--- src/tcas_consts.svh ---
`ifndef TCAS_CONSTS_SVH
`define TCAS_CONSTS_SVH

// Command codes, ROM stage
`define TCAS_CMD_READ_ROM     8'h33
`define TCAS_CMD_MATCH_ROM    8'h55
`define TCAS_CMD_SKIP_ROM     8'hCC
`define TCAS_CMD_SEARCH_ROM   8'hF0
`define TCAS_CMD_ALARM_SEARCH 8'hEC

// Command codes, memory and control stage
`define TCAS_CMD_CONVERT      8'h44
`define TCAS_CMD_READ_SP      8'hBE
`define TCAS_CMD_WRITE_SP     8'h4E
`define TCAS_CMD_COPY_SP      8'h48
`define TCAS_CMD_RECALL       8'hB8

// Scratchpad byte positions
`define TCAS_SP_TEMP_LSB      3'h0
`define TCAS_SP_TEMP_MSB      3'h1
`define TCAS_SP_HIGH          3'h2
`define TCAS_SP_LOW           3'h3
`define TCAS_SP_UNUSED0       3'h4
`define TCAS_SP_UNUSED1       3'h5
`define TCAS_SP_RESIDUAL      3'h6
`define TCAS_SP_SLOPE         3'h7
`define TCAS_SP_UNUSED_VAL    8'hFF

// Bit counts of the serial streams
`define TCAS_CMD_LAST_BIT     7'h07
`define TCAS_WR_FIRST_LAST    7'h07
`define TCAS_WR_SECOND_LAST   7'h0F
`define TCAS_ROM_CRC_AT       7'h38
`define TCAS_ROM_LAST_BIT     7'h3F
`define TCAS_SP_CRC_AT        7'h40
`define TCAS_SP_LAST_BIT      7'h47

// Temperature codes, half-degree units
`define TCAS_TEMP_MIN         9'h192
`define TCAS_TEMP_MAX         9'h0C8
`define TCAS_TEMP_RESET       9'h000
`define TCAS_TEMP_STEP        9'h001

// Counter model
`define TCAS_BASE_COUNT       8'h40
`define TCAS_SLOPE_BASE       8'h10
`define TCAS_SLOPE_STEP       8'h01
`define TCAS_COUNT_ONE        8'h01

// Nonvolatile trigger contents after manufacture
`define TCAS_NV_HIGH_INIT     8'h4B
`define TCAS_NV_LOW_INIT      8'h46

// CRC x^8 + x^5 + x^4 + 1, reflected taps
`define TCAS_CRC_TAPS         8'h0C
`define TCAS_CRC_INIT         8'h00

`endif

--- src/tcas_pkg.sv ---
`default_nettype none
package tcas_pkg;

	typedef enum logic [3:0] {
		ST_IDLE     = 4'h0,
		ST_ROM_CMD  = 4'h1,
		ST_ROM_TX   = 4'h2,
		ST_MATCH    = 4'h3,
		ST_SEARCH   = 4'h4,
		ST_FUNC_CMD = 4'h5,
		ST_SP_TX    = 4'h6,
		ST_SP_WR    = 4'h7
	} tcas_state_e;

	typedef enum logic [1:0] {
		CV_IDLE      = 2'h0,
		CV_WAIT_GATE = 2'h1,
		CV_COUNT     = 2'h2
	} tcas_conv_e;

	typedef struct packed {
		logic [8:0] temp;
		logic [7:0] residual_gate_count;
		logic [7:0] counts_per_degree;
	} tcas_result_s;

	typedef struct packed {
		logic [7:0] high_alarm_limit;
		logic [7:0] low_alarm_limit;
	} tcas_limits_s;

endpackage : tcas_pkg
`default_nettype wire

--- src/tcas_crc_step.sv ---
`timescale 1ns/100ps
`default_nettype none
`include "tcas_consts.svh"

module tcas_crc_step (
	input  wire logic [7:0] crc_in,
	input  wire logic       data_bit,
	output logic      [7:0] crc_out
);

	localparam logic [7:0] TAPS = `TCAS_CRC_TAPS;

	logic feedback;

	assign feedback = crc_in[0] ^ data_bit;
	assign crc_out[7] = feedback;

	genvar i;
	generate
		for (i = 0; i < 7; i++) begin : g_bit
			assign crc_out[i] = crc_in[i + 1] ^ (TAPS[i] & feedback);
		end
	endgenerate

endmodule : tcas_crc_step
`default_nettype wire

--- src/tcas_core.sv ---
`timescale 1ns/100ps
`default_nettype none
`include "tcas_consts.svh"

module tcas_core #(
	parameter logic [7:0]  FAMILY_CODE   = 8'h5A,          // Arbitrary value
	parameter logic [47:0] SERIAL_NUMBER = 48'h0123456789AB // Arbitrary value
) (
	input  wire logic core_clk,
	input  wire logic resetn,
	input  wire logic link_reset,
	input  wire logic slot_done,
	input  wire logic slot_bit,
	output logic      reply_active,
	output logic      reply_bit,
	input  wire logic gate_osc_pin,
	input  wire logic count_osc_pin,
	output logic      converting,
	output logic      alarm_flag
);

	tcas_pkg::tcas_state_e  state;
	tcas_pkg::tcas_conv_e   conv_state;
	tcas_pkg::tcas_result_s result;
	tcas_pkg::tcas_limits_s limits;
	tcas_pkg::tcas_limits_s nv_limits;

	logic [1:0]  gate_sync;
	logic [1:0]  count_sync;
	logic        count_prev;
	logic        count_tick;
	logic        gate_open;

	logic [6:0]  bit_idx;
	logic [7:0]  shreg;
	logic [1:0]  search_phase;
	logic [7:0]  crc;
	logic [7:0]  crc_next;
	logic [63:0] sp_snap;
	logic [55:0] rom_data;
	logic        rom_bit;
	logic        sp_bit;
	logic        crc_bit;
	logic [7:0]  cmd_byte;
	logic        func_cmd_done;
	logic        start_conv;
	logic        do_copy;
	logic        do_recall;
	logic        wr_high;
	logic        wr_low;
	logic        conv_end;
	logic        next_reply_active;
	logic        next_reply_bit;

	logic [7:0]  down_cnt;
	logic [7:0]  slope_acc;
	logic [8:0]  temp_acc;
	logic [15:0] temp_word;

	// Oscillator pins come from another timing world
	always_ff @(posedge core_clk or negedge resetn) begin
		if (!resetn) begin
			gate_sync  <= 2'h0;
			count_sync <= 2'h0;
			count_prev <= 1'b0;
		end else begin
			gate_sync  <= {gate_sync[0], gate_osc_pin};
			count_sync <= {count_sync[0], count_osc_pin};
			count_prev <= count_sync[1];
		end
	end

	assign count_tick = count_sync[1] & ~count_prev;
	assign gate_open  = gate_sync[1];

	assign rom_data = {SERIAL_NUMBER, FAMILY_CODE};
	assign rom_bit  = (bit_idx < `TCAS_ROM_CRC_AT) ? rom_data[bit_idx[5:0]] : crc[0];
	assign sp_bit   = (bit_idx < `TCAS_SP_CRC_AT) ? sp_snap[bit_idx[5:0]] : crc[0];
	assign crc_bit  = (state == tcas_pkg::ST_SP_TX) ? sp_bit : rom_bit;

	tcas_crc_step u_crc (
		.crc_in   (crc),
		.data_bit (crc_bit),
		.crc_out  (crc_next)
	);

	assign temp_word = {{7{result.temp[8]}}, result.temp};

	// Incoming bits enter at the top so the first lands in bit 0
	assign cmd_byte = {slot_bit, shreg[7:1]};

	assign func_cmd_done = slot_done && !link_reset && state == tcas_pkg::ST_FUNC_CMD
		&& bit_idx == `TCAS_CMD_LAST_BIT;
	assign start_conv = func_cmd_done && cmd_byte == `TCAS_CMD_CONVERT;
	assign do_copy    = func_cmd_done && cmd_byte == `TCAS_CMD_COPY_SP;
	assign do_recall  = func_cmd_done && cmd_byte == `TCAS_CMD_RECALL;
	assign wr_high = slot_done && !link_reset && state == tcas_pkg::ST_SP_WR
		&& bit_idx == `TCAS_WR_FIRST_LAST;
	assign wr_low  = slot_done && !link_reset && state == tcas_pkg::ST_SP_WR
		&& bit_idx == `TCAS_WR_SECOND_LAST;

	// Protocol sequencer
	always_ff @(posedge core_clk or negedge resetn) begin
		if (!resetn) begin
			state        <= tcas_pkg::ST_IDLE;
			bit_idx      <= 7'h00;
			shreg        <= 8'h00;
			search_phase <= 2'h0;
			crc          <= `TCAS_CRC_INIT;
			sp_snap      <= 64'h0;
		end else if (link_reset) begin
			state        <= tcas_pkg::ST_ROM_CMD;
			bit_idx      <= 7'h00;
			search_phase <= 2'h0;
			crc          <= `TCAS_CRC_INIT;
		end else if (slot_done) begin
			case (state)
				tcas_pkg::ST_ROM_CMD: begin
					shreg   <= cmd_byte;
					bit_idx <= bit_idx + 7'h01;
					if (bit_idx == `TCAS_CMD_LAST_BIT) begin
						bit_idx <= 7'h00;
						case (cmd_byte)
							`TCAS_CMD_READ_ROM:   state <= tcas_pkg::ST_ROM_TX;
							`TCAS_CMD_MATCH_ROM:  state <= tcas_pkg::ST_MATCH;
							`TCAS_CMD_SKIP_ROM:   state <= tcas_pkg::ST_FUNC_CMD;
							`TCAS_CMD_SEARCH_ROM: state <= tcas_pkg::ST_SEARCH;
							`TCAS_CMD_ALARM_SEARCH: begin
								state <= alarm_flag ? tcas_pkg::ST_SEARCH
									: tcas_pkg::ST_IDLE;
							end
							default: state <= tcas_pkg::ST_IDLE;
						endcase
					end
				end
				tcas_pkg::ST_ROM_TX: begin
					crc     <= crc_next;
					bit_idx <= bit_idx + 7'h01;
					if (bit_idx == `TCAS_ROM_LAST_BIT) begin
						state   <= tcas_pkg::ST_FUNC_CMD;
						bit_idx <= 7'h00;
					end
				end
				tcas_pkg::ST_MATCH: begin
					crc     <= crc_next;
					bit_idx <= bit_idx + 7'h01;
					if (slot_bit != rom_bit) begin
						state <= tcas_pkg::ST_IDLE;
					end else if (bit_idx == `TCAS_ROM_LAST_BIT) begin
						state   <= tcas_pkg::ST_FUNC_CMD;
						bit_idx <= 7'h00;
					end
				end
				tcas_pkg::ST_SEARCH: begin
					if (search_phase != 2'h2) begin
						search_phase <= search_phase + 2'h1;
					end else if (slot_bit != rom_bit) begin
						state <= tcas_pkg::ST_IDLE;
					end else begin
						search_phase <= 2'h0;
						crc          <= crc_next;
						bit_idx      <= bit_idx + 7'h01;
						if (bit_idx == `TCAS_ROM_LAST_BIT) begin
							state   <= tcas_pkg::ST_FUNC_CMD;
							bit_idx <= 7'h00;
						end
					end
				end
				tcas_pkg::ST_FUNC_CMD: begin
					shreg   <= cmd_byte;
					bit_idx <= bit_idx + 7'h01;
					if (bit_idx == `TCAS_CMD_LAST_BIT) begin
						bit_idx <= 7'h00;
						crc     <= `TCAS_CRC_INIT;
						case (cmd_byte)
							`TCAS_CMD_READ_SP: begin
								state   <= tcas_pkg::ST_SP_TX;
								sp_snap <= {result.counts_per_degree,
									result.residual_gate_count,
									`TCAS_SP_UNUSED_VAL, `TCAS_SP_UNUSED_VAL,
									limits.low_alarm_limit, limits.high_alarm_limit,
									temp_word};
							end
							`TCAS_CMD_WRITE_SP: state <= tcas_pkg::ST_SP_WR;
							default:            state <= tcas_pkg::ST_IDLE;
						endcase
					end
				end
				tcas_pkg::ST_SP_TX: begin
					crc     <= crc_next;
					bit_idx <= bit_idx + 7'h01;
					if (bit_idx == `TCAS_SP_LAST_BIT) begin
						state <= tcas_pkg::ST_IDLE;
					end
				end
				tcas_pkg::ST_SP_WR: begin
					shreg   <= cmd_byte;
					bit_idx <= bit_idx + 7'h01;
					if (bit_idx == `TCAS_WR_SECOND_LAST) begin
						state <= tcas_pkg::ST_IDLE;
					end
				end
				default: state <= tcas_pkg::ST_IDLE;
			endcase
		end
	end

	// Reply level for the next slot; 0 holds the line low
	always_comb begin
		next_reply_active = 1'b0;
		next_reply_bit    = 1'b1;
		case (state)
			tcas_pkg::ST_ROM_TX: begin
				next_reply_active = 1'b1;
				next_reply_bit    = rom_bit;
			end
			tcas_pkg::ST_SEARCH: begin
				next_reply_active = (search_phase != 2'h2);
				next_reply_bit    = (search_phase == 2'h1) ? ~rom_bit : rom_bit;
			end
			tcas_pkg::ST_SP_TX: begin
				next_reply_active = 1'b1;
				next_reply_bit    = sp_bit;
			end
			default: begin
				next_reply_active = 1'b0;
				next_reply_bit    = 1'b1;
			end
		endcase
	end

	always_ff @(posedge core_clk or negedge resetn) begin
		if (!resetn) begin
			reply_active <= 1'b0;
			reply_bit    <= 1'b1;
		end else begin
			reply_active <= next_reply_active;
			reply_bit    <= next_reply_bit;
		end
	end

	// Volatile trigger copies; reset loads the stored values
	always_ff @(posedge core_clk or negedge resetn) begin
		if (!resetn) begin
			limits.high_alarm_limit <= `TCAS_NV_HIGH_INIT;
			limits.low_alarm_limit  <= `TCAS_NV_LOW_INIT;
		end else if (wr_high) begin
			limits.high_alarm_limit <= cmd_byte;
		end else if (wr_low) begin
			limits.low_alarm_limit <= cmd_byte;
		end else if (do_recall) begin
			limits <= nv_limits;
		end
	end

	// Nonvolatile triggers change only by copy or by reset
	always_ff @(posedge core_clk or negedge resetn) begin
		if (!resetn) begin
			nv_limits.high_alarm_limit <= `TCAS_NV_HIGH_INIT;
			nv_limits.low_alarm_limit  <= `TCAS_NV_LOW_INIT;
		end else if (do_copy) begin
			nv_limits <= limits;
		end
	end

	// Gate-period measurement
	assign conv_end = (conv_state == tcas_pkg::CV_COUNT) && !gate_open;

	always_ff @(posedge core_clk or negedge resetn) begin
		if (!resetn) begin
			conv_state <= tcas_pkg::CV_IDLE;
			down_cnt   <= `TCAS_BASE_COUNT;
			slope_acc  <= `TCAS_SLOPE_BASE;
			temp_acc   <= `TCAS_TEMP_MIN;
		end else begin
			case (conv_state)
				tcas_pkg::CV_IDLE: begin
					if (start_conv) begin
						down_cnt   <= `TCAS_BASE_COUNT;
						temp_acc   <= `TCAS_TEMP_MIN;
						slope_acc  <= `TCAS_SLOPE_BASE;
						conv_state <= tcas_pkg::CV_WAIT_GATE;
					end
				end
				tcas_pkg::CV_WAIT_GATE: begin
					if (gate_open) begin
						conv_state <= tcas_pkg::CV_COUNT;
					end
				end
				tcas_pkg::CV_COUNT: begin
					if (!gate_open) begin
						conv_state <= tcas_pkg::CV_IDLE;
					end else if (count_tick) begin
						if (down_cnt == `TCAS_COUNT_ONE) begin
							if (temp_acc != `TCAS_TEMP_MAX) begin
								temp_acc <= temp_acc + `TCAS_TEMP_STEP;
							end
							down_cnt  <= slope_acc;
							slope_acc <= slope_acc + `TCAS_SLOPE_STEP;
						end else begin
							down_cnt <= down_cnt - `TCAS_COUNT_ONE;
						end
					end
				end
				default: conv_state <= tcas_pkg::CV_IDLE;
			endcase
		end
	end

	// Results land in the same cycle the conversion leaves its count state
	always_ff @(posedge core_clk or negedge resetn) begin
		if (!resetn) begin
			result.temp                <= `TCAS_TEMP_RESET;
			result.residual_gate_count <= 8'h00;
			result.counts_per_degree   <= `TCAS_SLOPE_BASE;
		end else if (conv_end) begin
			result.temp                <= temp_acc;
			result.residual_gate_count <= down_cnt;
			result.counts_per_degree   <= slope_acc;
		end
	end

	always_ff @(posedge core_clk or negedge resetn) begin
		if (!resetn) begin
			alarm_flag <= 1'b0;
		end else if (conv_end) begin
			alarm_flag <= ($signed(temp_acc[8:1]) > $signed(nv_limits.high_alarm_limit))
				|| ($signed(temp_acc[8:1]) < $signed(nv_limits.low_alarm_limit));
		end
	end

	assign converting = (conv_state != tcas_pkg::CV_IDLE);

endmodule : tcas_core
`default_nettype wire

--- config.mk ---
export PLATFORM = sky130hd
export DESIGN_NAME = tcas_core
export DESIGN_NICKNAME = d
export VERILOG_FILES = /design/src/tcas_pkg.sv /design/src/tcas_crc_step.sv /design/src/tcas_core.sv
export VERILOG_INCLUDE_DIRS = /design/src
export SDC_FILE = /design/constraint.sdc
export NUM_CORES = 1
export LEC_CHECK = 0
export CORE_MARGIN = 8
export CORE_UTILIZATION = 40
export DETAILED_ROUTE_END_ITERATION = 7
export DONT_BUFFER_PORTS = 1
export HOLD_SLACK_MARGIN = 0.06
export PLACE_DENSITY = 0.52
export RECOVER_POWER = 25
export SYNTH_ARGS = -nofsm -noshare
export SYNTH_HDL_FRONTEND = slang
export SYNTH_SLANG_ARGS = --single-unit
--- constraint.sdc ---
create_clock -name core_clk -period 3.6 [get_ports core_clk]
set_input_delay 0.36 -clock core_clk [delete_from_list [all_inputs] [get_ports core_clk]]
set_output_delay 0.36 -clock core_clk [all_outputs]
set_load 0.02 [all_outputs]
==> results of run 1 <==
[kinds of logic after synthesis]
group | after synthesis | synth area share (%)
adders and majority gates | 26 | 3.84
DFF | 162 | 48.2
buffers and inverters | 73 | 3.72
muxes | 109 | 15.8
xor gates and xnor gates | 15 | 1.55
AOI/OAI and AO/OA | 169 | 12.8
and+or+nand+nor | 230 | 14.1
[cell usage after synthesis, types with 4 or more instances]
master / instances
nand3_1: 12
inv_1: 29
o21ai_1: 7
and3_1: 8
or3_1: 6
clkbuf_1: 34
o21bai_1: 4
dfrtp_1: 140
o211ai_1: 4
o21a_1: 4
o21ai_0: 34
ha_1: 26
mux4_2: 7
xor2_1: 10
nand2b_1: 13
xnor2_1: 5
nor4_1: 5
or4_1: 5
nor3_1: 20
nand4_1: 5
nor2_1: 76
a22o_1: 12
dfstp_2: 22
a31oi_1: 7
a21o_1: 7
nor2b_1: 15
nand2_1: 36
nand3b_1: 6
nand4b_1: 4
mux2_4: 10
mux2i_1: 6
a21oi_1: 54
mux2_2: 86
[sequential cells by signal, summed over array words and instances, names as in the netlist, 4 cells and up]
signal and flops:
crc 8, shreg 7, nv_limits 16, sp_snap 42, state 4, temp_acc 9, bit_idx 7, slope_acc 8
down_cnt 8, limits 16, result 25
[critical path, delay by kind of cell (launching register included)]
kind | cells | cell delay, ns
AOI/OAI and AO/OA | 4 | 1.28
buffers and inverters | 1 | 0.28
DFF | 1 | 0.69
muxes | 2 | 0.64
and+or+nand+nor | 2 | 0.34
[routing by layer]
layer | global-route usage [%] | vias up | share of wire, %
met4 | 4.42 | 0 | 1.1
met1 | 20.6 | 3021 | 47
met3 | 3.31 | 18 | 3.6
li1 | - | 2835 | -
met2 | 24.9 | 95 | 48
met5 | 0 | - | 0
[stage by stage]
stage          hold slack [ns]  util (%)  area, um2
6_report                -0.368      45.4       9490
5_1_grt                 -0.395      45.4       9490
4_1_cts                 -0.386      45.4       9490
3_5_place_dp            0.0714      42.0       8780
3_3_place_gp            0.0722      42.0       8780
2_1_floorplan           0.0644         -       8470
[cell type report]
| cell class | instances | area share [%] |
|---|---|---|
| inverter | 30 | 1.19 |
| timing repair buffer | 25 | 2.22 |
| clock inverter | 12 | 2.43 |
| sequential | 162 | 43.0 |
| tap | 275 | 3.63 |
| clock buffer | 20 | 4.60 |
| multi-input combinational | 549 | 42.9 |
[worst max path at each step]
stage | start | endpoint | cells after the start
floorplan | bit_idx[0] | bit_idx[3] | 12
global placement | bit_idx[0] | crc[2] | 9
detailed placement | bit_idx[0] | bit_idx[0] | 10
CTS | bit_idx[0] | bit_idx[0] | 10
global route | bit_idx[2] | bit_idx[0] | 9
finish | bit_idx[2] | bit_idx[0] | 9
[where the power goes]
part / total [W] / leakage, nW / switching [W] / internal [W]
clock: 0.00207 / 0.321 / 0.000756 / 0.00131
sequential: 0.00202 / 2.10 / 0.000137 / 0.00188
combinational: 0.000226 / 1.76 / 0.000107 / 0.000119
[timing repair]
action	CTS	global route
hold endpoints to repair	173	162
endpoints found under the setup margin	0	9
resized for setup	0	1
==> results.yml, run 1 <==
timing:
  min_period_ns: 3.31
  post-route-period-util_pct: 91.8
  worst_slack_ns: 0.294
  fin_tns_setup_ns: 0
  clock_skew_ns: 0.0101
  setup_viol: 0
  rsz0062_at_grt: "no"
  whs_ns: -0.368
  fmax_mhz: 303
  slew_headroom_pct: 37.4
  worstMarginPinSlew_ns: 0.939
  slew_viol_final: 0
  hold_viol: 162
logic_synthesis:
  synth_area_per_cell_um2: 10.8
  post-synth-top-area-cell: "dfrtp_1"
  async_reset_ff_share_pct: 100
  synth_cells: 784
  synth.top_cell.area_share_pct: 41.4
  ys.flop_type: "dfrtp_1"
  synth_cell_type_count: 74
  syn_area_um2: 8470
  synth_nets: 817
  ys_seq_elements: 162
  synth_edf_count: 0
  yosys_warnings: 0
  ys_seq_area_share_pct: 48.2
  synth_area_leaders: "dfrtp_1 (41%), mux2_2 (11%), dfstp_2 (6.8%)"
global_route:
  overflow: 0
  grtUsageTotal_pct: 15.5
  grt_first_pass_wirelength_um: 32400
  grt_pass1_vias: 6028
  antenna_found_initial: 0
  grt_max_degree: 163
final_layout:
  drive_gt1_share_pct: 22.9
  stdcell_count: 1073
  seqCellArea_um2: 4080
  multi_input_area_um2: 4070
  final_common_cell: "dfrtp_1"
  fillCellCount: 1959
  n_antenna_cell: 0
  finalNetCount: 818
  mostFrequentLayoutCells: "dfrtp_1 (139), mux2_2 (86), nor2_1 (75)"
  syn_to_final_growth_pct: 12.1
clock_tree:
  cts-htree-levels: 4
  numCtsBuffers: 17
  clock-sinks: 162
  clock-root-buffer: "clkbuf_16"
  cts_hold_buf: 4
  clkSlewWorstSetupHoldPaths_ns: 0.06
  clk_path_buf_depth: 2
  clk_latency_ns: 0.42
  post_cts_buffers: 0
  cts_tree: "done"
worst_setup_path:
  crit_slowest_cell: "dfrtp_1"
  r2r-start: "bit_idx[2]"
  r2r-end: "bit_idx[0]"
  critPathKind: "reg2reg"
  critPathRequiredTime_ns: 3.95
  worstPathArrival_ns: 3.66
  cp-end-kind: "flop"
  crit_chain: "buf_4, nor2b_1, o311ai_1, a2bb2oi_1, mux2i_1, a31oi_1, o31a_1, nor2_1, mux2_2"
  cp_max_fo: 13
  slowest_delay_ns: 0.69
  reg2reg_slack_ns: 0.29
  start_kind: "flop"
  r2r_cells: 9
power_and_ir_drop:
  p_leak_nw: 4.18
  power_density_nw_per_um2: 455
  ir_drop_mv: 0.287
  power_w: 0.00431
min_path:
  hp-class: "in2async"
detailed_routing:
  ant_nets: 0
  wl_um: 19700
  vias_per_cell: 5.56
  via_count: 5969
  dr.first_iter.drc_count: 328
  wire_per_inst_um: 18.4
  drc: 0
  first_pass_iters: 5
placed_design:
  dp.cells: 1037
  io_buffers: 0
  hpwl_um: 13700
  place_ws_ns: 0.273
  place.gp.congestion: 0.849
floorplanning:
  dieHeight_um: 161
  io_pins: 11
  dieWidth_um: 161
  die_area_um2: 26100
  start_util_pct: 40.5
  core_area_um2: 20900
  num_rows: 53
flow_run:
  cap_viol_max_count: 0
outcome:
  status: "complete, but fails checks"
  violations: "hold timing"
No activity file was read; power rests on OpenSTA's default activity.
==> inputs of run 2 (changes only) <==
--- a/config.mk
+++ b/config.mk
@@ -6,7 +6,8 @@
 export SDC_FILE = /design/constraint.sdc
 export NUM_CORES = 1
 export LEC_CHECK = 0
-export CORE_MARGIN = 8
+export ABC_AREA = 1
+export CORE_ASPECT_RATIO = 1.1
 export CORE_UTILIZATION = 40
 export DETAILED_ROUTE_END_ITERATION = 7
 export DONT_BUFFER_PORTS = 1
==> run 2 against run 1 <==
  * The flow still finishes with violations (hold timing)
  * Non-clock buffer count decreased by 10
  * Core utilization increased by 0.40 points
  * Synthesized cell count rose by 41%
  * Sequential power fell by 2%
  * Critical path depth is 3 higher
  * Global-route usage up 4.8 points
  * Setup slack improved by 0.46 ns
==> results.yml, run 2 <==
clock_tree:
  clk_latency_ns: 0.43
  clock-sinks: 162
  clock-root-buffer: "clkbuf_16"
  cts_tree: "done"
  cts_hold_buf: 4
  clk_path_buf_depth: 2
  cts-htree-levels: 4
  ctsResizeCount: 0
  numCtsBuffers: 17
  post_cts_buffers: 0
  clkSlewWorstSetupHoldPaths_ns: 0.07
detailed_routing:
  via_count: 6872
  drc: 0
  wl_um: 20800
  vias_per_cell: 4.91
  ant_nets: 0
  wire_per_inst_um: 14.9
  dr.first_iter.drc_count: 422
  first_pass_iters: 4
final_layout:
  largest_register: "sp_snap"
  final_common_cell: "nand2_1"
  fillCellCount: 2104
  finalNetCount: 1135
  largest_reg_flops: 42
  stdcell_count: 1400
  drive_gt1_share_pct: 8.52
  syn_to_final_growth_pct: 11.0
  n_antenna_cell: 0
  top_regs: "sp_snap x42, result x25"
  mostFrequentLayoutCells: "nand2_1 (289), inv_1 (152), o21ai_0 (149)"
worst_setup_path:
  critPathRequiredTime_ns: 3.92
  start_kind: "flop"
  worstPathArrival_ns: 3.17
  crit_chain: "ha_1, nand2_1, nor3_4, nand2_2, nor2_4, nand3_4, a21oi_4, nand2_2, nor3_2, nand2_1, nor2_1, nor2_1"
  cp-end-kind: "flop"
  crit_slowest_cell: "dfrtp_1"
  slowest_delay_ns: 0.61
  cp_max_fo: 14
  critPathKind: "reg2reg"
timing:
  rsz0062_at_grt: "no"
  hold_viol: 144
  worstMarginPinSlew_ns: 0.948
  fmax_mhz: 351
  whs_ns: -0.382
  slew_headroom_pct: 36.5
  fin_tns_setup_ns: 0
  slew_viol_final: 0
  clock_skew_ns: 0.00809
  setup_viol: 0
  min_period_ns: 2.85
  post-route-period-util_pct: 79.1
logic_synthesis:
  synth.top_cells.by_count: "nand2_1 (290), inv_1 (152), o21ai_0 (149)"
  synthAdderAreaFrac_pct: 3.79
  synth_area_per_cell_um2: 7.77
  synth_nets: 1138
  synth_cells: 1105
  synth_cell_type_count: 47
  synth_compound_area_share_pct: 13.9
  synth.top_cell.area_share_pct: 40.8
  ys_seq_elements: 162
  async_reset_ff_share_pct: 100
  synth_top_family_by_area: "simple AND/OR/NAND/NOR gates"
  synth_simple_gate_area_share_pct: 24.7
  synth_most_common_cell: "nand2_1"
  post-synth-top-area-cell: "dfrtp_1"
  syn_area_um2: 8580
  ys.flop_type: "dfrtp_1"
  yosys_warnings: 0
  ys_seq_area_share_pct: 47.6
  synth_edf_count: 0
  synth_area_leaders: "dfrtp_1 (41%), nand2_1 (13%), o21ai_0 (8.7%)"
  synth_xor_area_share_pct: 0.919
  muxShareOfSynthArea_pct: 0.364
floorplanning:
  dieWidth_um: 142
  core_area_um2: 20800
  die_area_um2: 22000
  num_rows: 55
  dieHeight_um: 156
  start_util_pct: 41.3
  io_pins: 11
global_route:
  overflow: 0
  grt_first_pass_wirelength_um: 34600
  grtUsageTotal_pct: 20.3
  grt_pass1_vias: 6632
  antenna_found_initial: 0
  grt_max_degree: 163
placed_design:
  place.gp.congestion: 0.851
  hpwl_um: 14800
  io_buffers: 0
  dp.cells: 1364
power_and_ir_drop:
  power_w: 0.00430
  p_leak_nw: 4.20
  ir_drop_mv: 0.310
  power_density_nw_per_um2: 451
flow_run:
  cap_viol_max_count: 0
min_path:
  hp-class: "in2async"
outcome:
  violations: "hold timing"
  status: "complete, but fails checks"
[run 2: cell types whose count changed in the layout (fill, tap and decap cells not counted), moves of 10 or more]
cell      delta
mux2_2      -85
o21ai_0    +115
inv_1      +123
mux2_4      -10
nand2b_1    -13
nor2b_1     -15
nand3_1     +48
a21oi_1     -21
nand2_1    +253
a22o_1      -12
[run 2: final timing paths]
path | slack [ns] | cells past startpoint | start | endpoint
max in group asynchronous | 3.52 | 0 | resetn | limits[2]
max | 0.75 | 12 | bit_idx[1] | temp_acc[6]
min reg2reg | 0.35 | 0 | gate_sync[0] | gate_sync[1]
min in group core_clk | 0.10 | 3 | link_reset | bit_idx[6]
max reg2reg | 0.75 | 12 | bit_idx[1] | temp_acc[6]
min | -0.38 | 0 | resetn | limits[13]
[run 2: worst max-delay path, delay by kind of cell, from the launching register on]
family,cells,cell delay [ns]
AND/OR/NAND/NOR,10,1.44
adder cells (fa/ha/maj),1,0.27
flip-flops,1,0.61
AO/OA/AOI/OAI,1,0.40
[run 2: metrics by stage]
step | utilization (%) | hold WS (ns) | area, um2 | worst slack, ns
after detailed placement | 42.6 | 0.0695 | 8860 | 0.738
after floorplan | - | 0.0644 | 8580 | 1.07
after global routing | 45.8 | -0.408 | 9520 | 0.417
final | 45.8 | -0.382 | 9520 | 0.752
after CTS | 45.8 | -0.401 | 9520 | 0.693
after global placement | 42.6 | 0.0692 | 8860 | 0.800
[run 2: metal layers]
layer	GRT usage, %	routed length [um]	part of all wire [%]
met1	27.7	10300	50
met2	32.7	9610	46
met3	4.30	642	3.1
met4	4.86	203	0.98
met5	0	0	0
[run 2: kinds of logic after synthesis]
kind of cell	count (synthesis)
AO/OA/AOI/OAI	221
XOR/XNOR	9
adder cells (fa/ha/maj)	26
buffers and inverters	194
flip-flops	162
multiplexers	3
AND/OR/NAND/NOR	490
[run 2: layout make-up]
cell class / count / area, um2 / share of cell area, %
clock buffers: 19 / 453 / 4.76
clock inverters: 13 / 173 / 1.81
multi-input cells: 749 / 3750 / 39.4
inverters: 157 / 589 / 6.19
repair buffers: 15 / 123 / 1.29
flip-flops and latches: 162 / 4080 / 42.9
well taps: 285 / 357 / 3.74
[run 2: where the power goes]
group | total (W) | internal, W | switching [W] | leakage, nW
logic | 0.000373 | 0.000127 | 0.000247 | 1.83
registers | 0.00198 | 0.00189 | 0.0000913 | 2.07
clock network | 0.00194 | 0.00114 | 0.000797 | 0.299
total | 0.00430 | 0.00316 | 0.00114 | 4.20
==> inputs of run 3 (changes only) <==
--- a/config.mk
+++ b/config.mk
@@ -6,7 +6,7 @@
 export SDC_FILE = /design/constraint.sdc
 export NUM_CORES = 1
 export LEC_CHECK = 0
-export ABC_AREA = 1
+export ABC_AREA = 0
 export CORE_ASPECT_RATIO = 1.1
 export CORE_UTILIZATION = 40
 export DETAILED_ROUTE_END_ITERATION = 7
==> constraint.sdc (replaced) <==
create_clock -name core_clk -period 2.7 [get_ports core_clk]
set_input_delay 0.27 -clock core_clk [delete_from_list [all_inputs] [get_ports core_clk]]
set_output_delay 0.27 -clock core_clk [all_outputs]
set_load 0.02 [all_outputs]
==> run 3 against run 2 <==
  * The run ends with hold timing, setup timing left
  * Combinational power increased by 51%
  * Count of clock-buffer cells in the layout did not move
  * Sequential power is 31% higher
  * Flip-flop and latch count stayed put
  * Sequential share of layout area is 2.6 points lower
  * Register-to-register slack got worse by 0.81 ns
  * Setup slack worse by 0.81 ns
  * Routed wire length is 0.92% higher
  * Global-route usage about the same
  * Total power up 28%
  * Worst hold slack lost 0.087 ns
  * Core utilization increased by 3.3 points
  * Critical path type unchanged
  * Largest cell class is now multi-input gates
==> results.yml, run 3 (same netlist as run 1, synthesis figures left out) <==
worst_setup_path:
  crit_family: "simple AND/OR/NAND/NOR gates"
  r2r-end: "limits[7]"
  startpoint: "bit_idx[5]"
  critical_path_depth: 7
  crit_buf_inv: 1
  critPathRequiredTime_ns: 2.98
  cp_max_fo: 7
  critPathKind: "reg2reg"
  start_kind: "flop"
  slowest_delay_ns: 0.57
  r2r_cells: 7
  crit_slowest_cell: "or4b_4"
  cp-end-kind: "flop"
  crit_chain: "or3_4, or4b_4, or2_4, or4b_4, clkbuf_16, a21oi_1, a21oi_1"
  reg2reg_slack_ns: -0.06
  cp-endpoint: "limits[7]"
  r2r-start: "bit_idx[5]"
  worstPathArrival_ns: 3.04
timing:
  slew_viol_final: 0
  fmax_mhz: 362
  worst_slack_ns: -0.0601
  rsz0062_at_grt: "yes"
  worstMarginPinSlew_ns: 0.675
  whs_ns: -0.469
  min_period_ns: 2.76
  fin_tns_setup_ns: -0.478
  setup_viol: 22
  post-route-period-util_pct: 102
  hold_viol: 162
  slew_headroom_pct: 54.9
  clock_skew_ns: 0.0134
final_layout:
  fin_area_um2: 10100
  n_antenna_cell: 0
  top_regs: "sp_snap x42, result x25"
  finalNetCount: 874
  drive_gt1_share_pct: 33.0
  mostFrequentLayoutCells: "dfrtp_1 (138), mux2_2 (84), buf_4 (65)"
  final_common_cell: "dfrtp_1"
  largest_register: "sp_snap"
  syn_to_final_growth_pct: 19.7
  largest_reg_flops: 42
power_and_ir_drop:
  power_w: 0.00552
  power_density_nw_per_um2: 545
  ir_drop_mv: 0.397
  p_leak_nw: 4.49
placed_design:
  hpwl_um: 14500
  io_buffers: 0
  place.gp.congestion: 0.871
  place_ws_ns: -0.129
  placement.cell_area_um2: 9210
detailed_routing:
  wl_um: 21000
  ant_nets: 0
  vias_per_cell: 5.62
  highest_layer: "met4"
  met3RoutedLength_um: 568
  first_pass_iters: 4
  drt-met1-wl_um: 9630
  drc: 0
  dr.first_iter.drc_count: 441
  via_count: 6241
  wire_per_inst_um: 18.9
  met2_length_um: 10500
global_route:
  antenna_found_initial: 0
  grt_first_pass_wirelength_um: 34300
  overflow: 0
  grt_max_degree: 163
  grt_pass1_vias: 6469
  grtUsageTotal_pct: 20.2
flow_run:
  cap_viol_max_count: 0
floorplanning:
  dieHeight_um: 155
  dieWidth_um: 141
  start_util_pct: 41.0
  num_rows: 55
  io_pins: 11
  core_area_um2: 20600
  die_area_um2: 21800
clock_tree:
  cts-htree-levels: 4
  clock-sinks: 162
  clock-root-buffer: "clkbuf_16"
  clkSlewWorstSetupHoldPaths_ns: 0.07
  clk_latency_ns: 0.43
  cts_tree: "done"
  clk_path_buf_depth: 2
  numCtsBuffers: 17
min_path:
  hp-class: "in2async"
outcome:
  violations: "hold timing, setup timing"
  status: "complete, but fails checks"
-- run 3: cell types whose count changed in the layout (fill, tap and decap cells not counted), sizes merged, moves of 50 or more --
cell   change
nand3     -50
buf       +63
o21ai    -115
mux2      +95
nand2    -258
inv      -129
-- run 3: timing repair --
item | CTS | global route
gates resized for setup | 18 | 42
endpoints found under the setup margin | 42 | 50
pin swaps | 3 | 17
hold buffers | 4 | 1
gates cloned | 1 | 1
buffers inserted | 0 | 3
hold endpoints to repair | 176 | 163
-- run 3: layout make-up --
class | instances | area, um2
Clock inverter | 13 | 126
Tap cell | 256 | 320
Multi-Input combinational cell | 550 | 4340
Clock buffer | 19 | 443
Inverter | 30 | 121
Fill cell | 1882 | 10500
Sequential cell | 162 | 4080
Timing Repair Buffer | 80 | 699
-- run 3: worst min-delay path by stage --
stage,start,endpoint,cells after the start,slack [ns]
after floorplan,resetn,alarm_flag,0,-0.03
after global placement,resetn,shreg[3],0,-0.02
after detailed placement,resetn,limits[10],0,-0.02
after CTS,resetn,limits[10],0,-0.48
after global routing,resetn,shreg[3],0,-0.49
final,resetn,shreg[7],0,-0.47
-- run 3: report_power, final --
group          total, W  internal (W)  switching (W)
clock           0.00236       0.00131        0.00105
combinational  0.000564      0.000275       0.000289
sequential      0.00260       0.00251      0.0000853
total           0.00552       0.00410        0.00142
-- run 3: metal layers --
metal	track usage [%]	up-vias
li1	-	2953
met4	5.95	0
met3	3.50	23
met1	26.4	3139
met2	34.5	126
met5	0	-
-- run 3: metrics by stage --
step | cells | util [%]
after CTS | 1105 | 47.9
after floorplan | 784 | -
final | 1110 | 49.1
after global placement | 1068 | 44.6
after global routing | 1110 | 49.1
after detailed placement | 1068 | 44.6
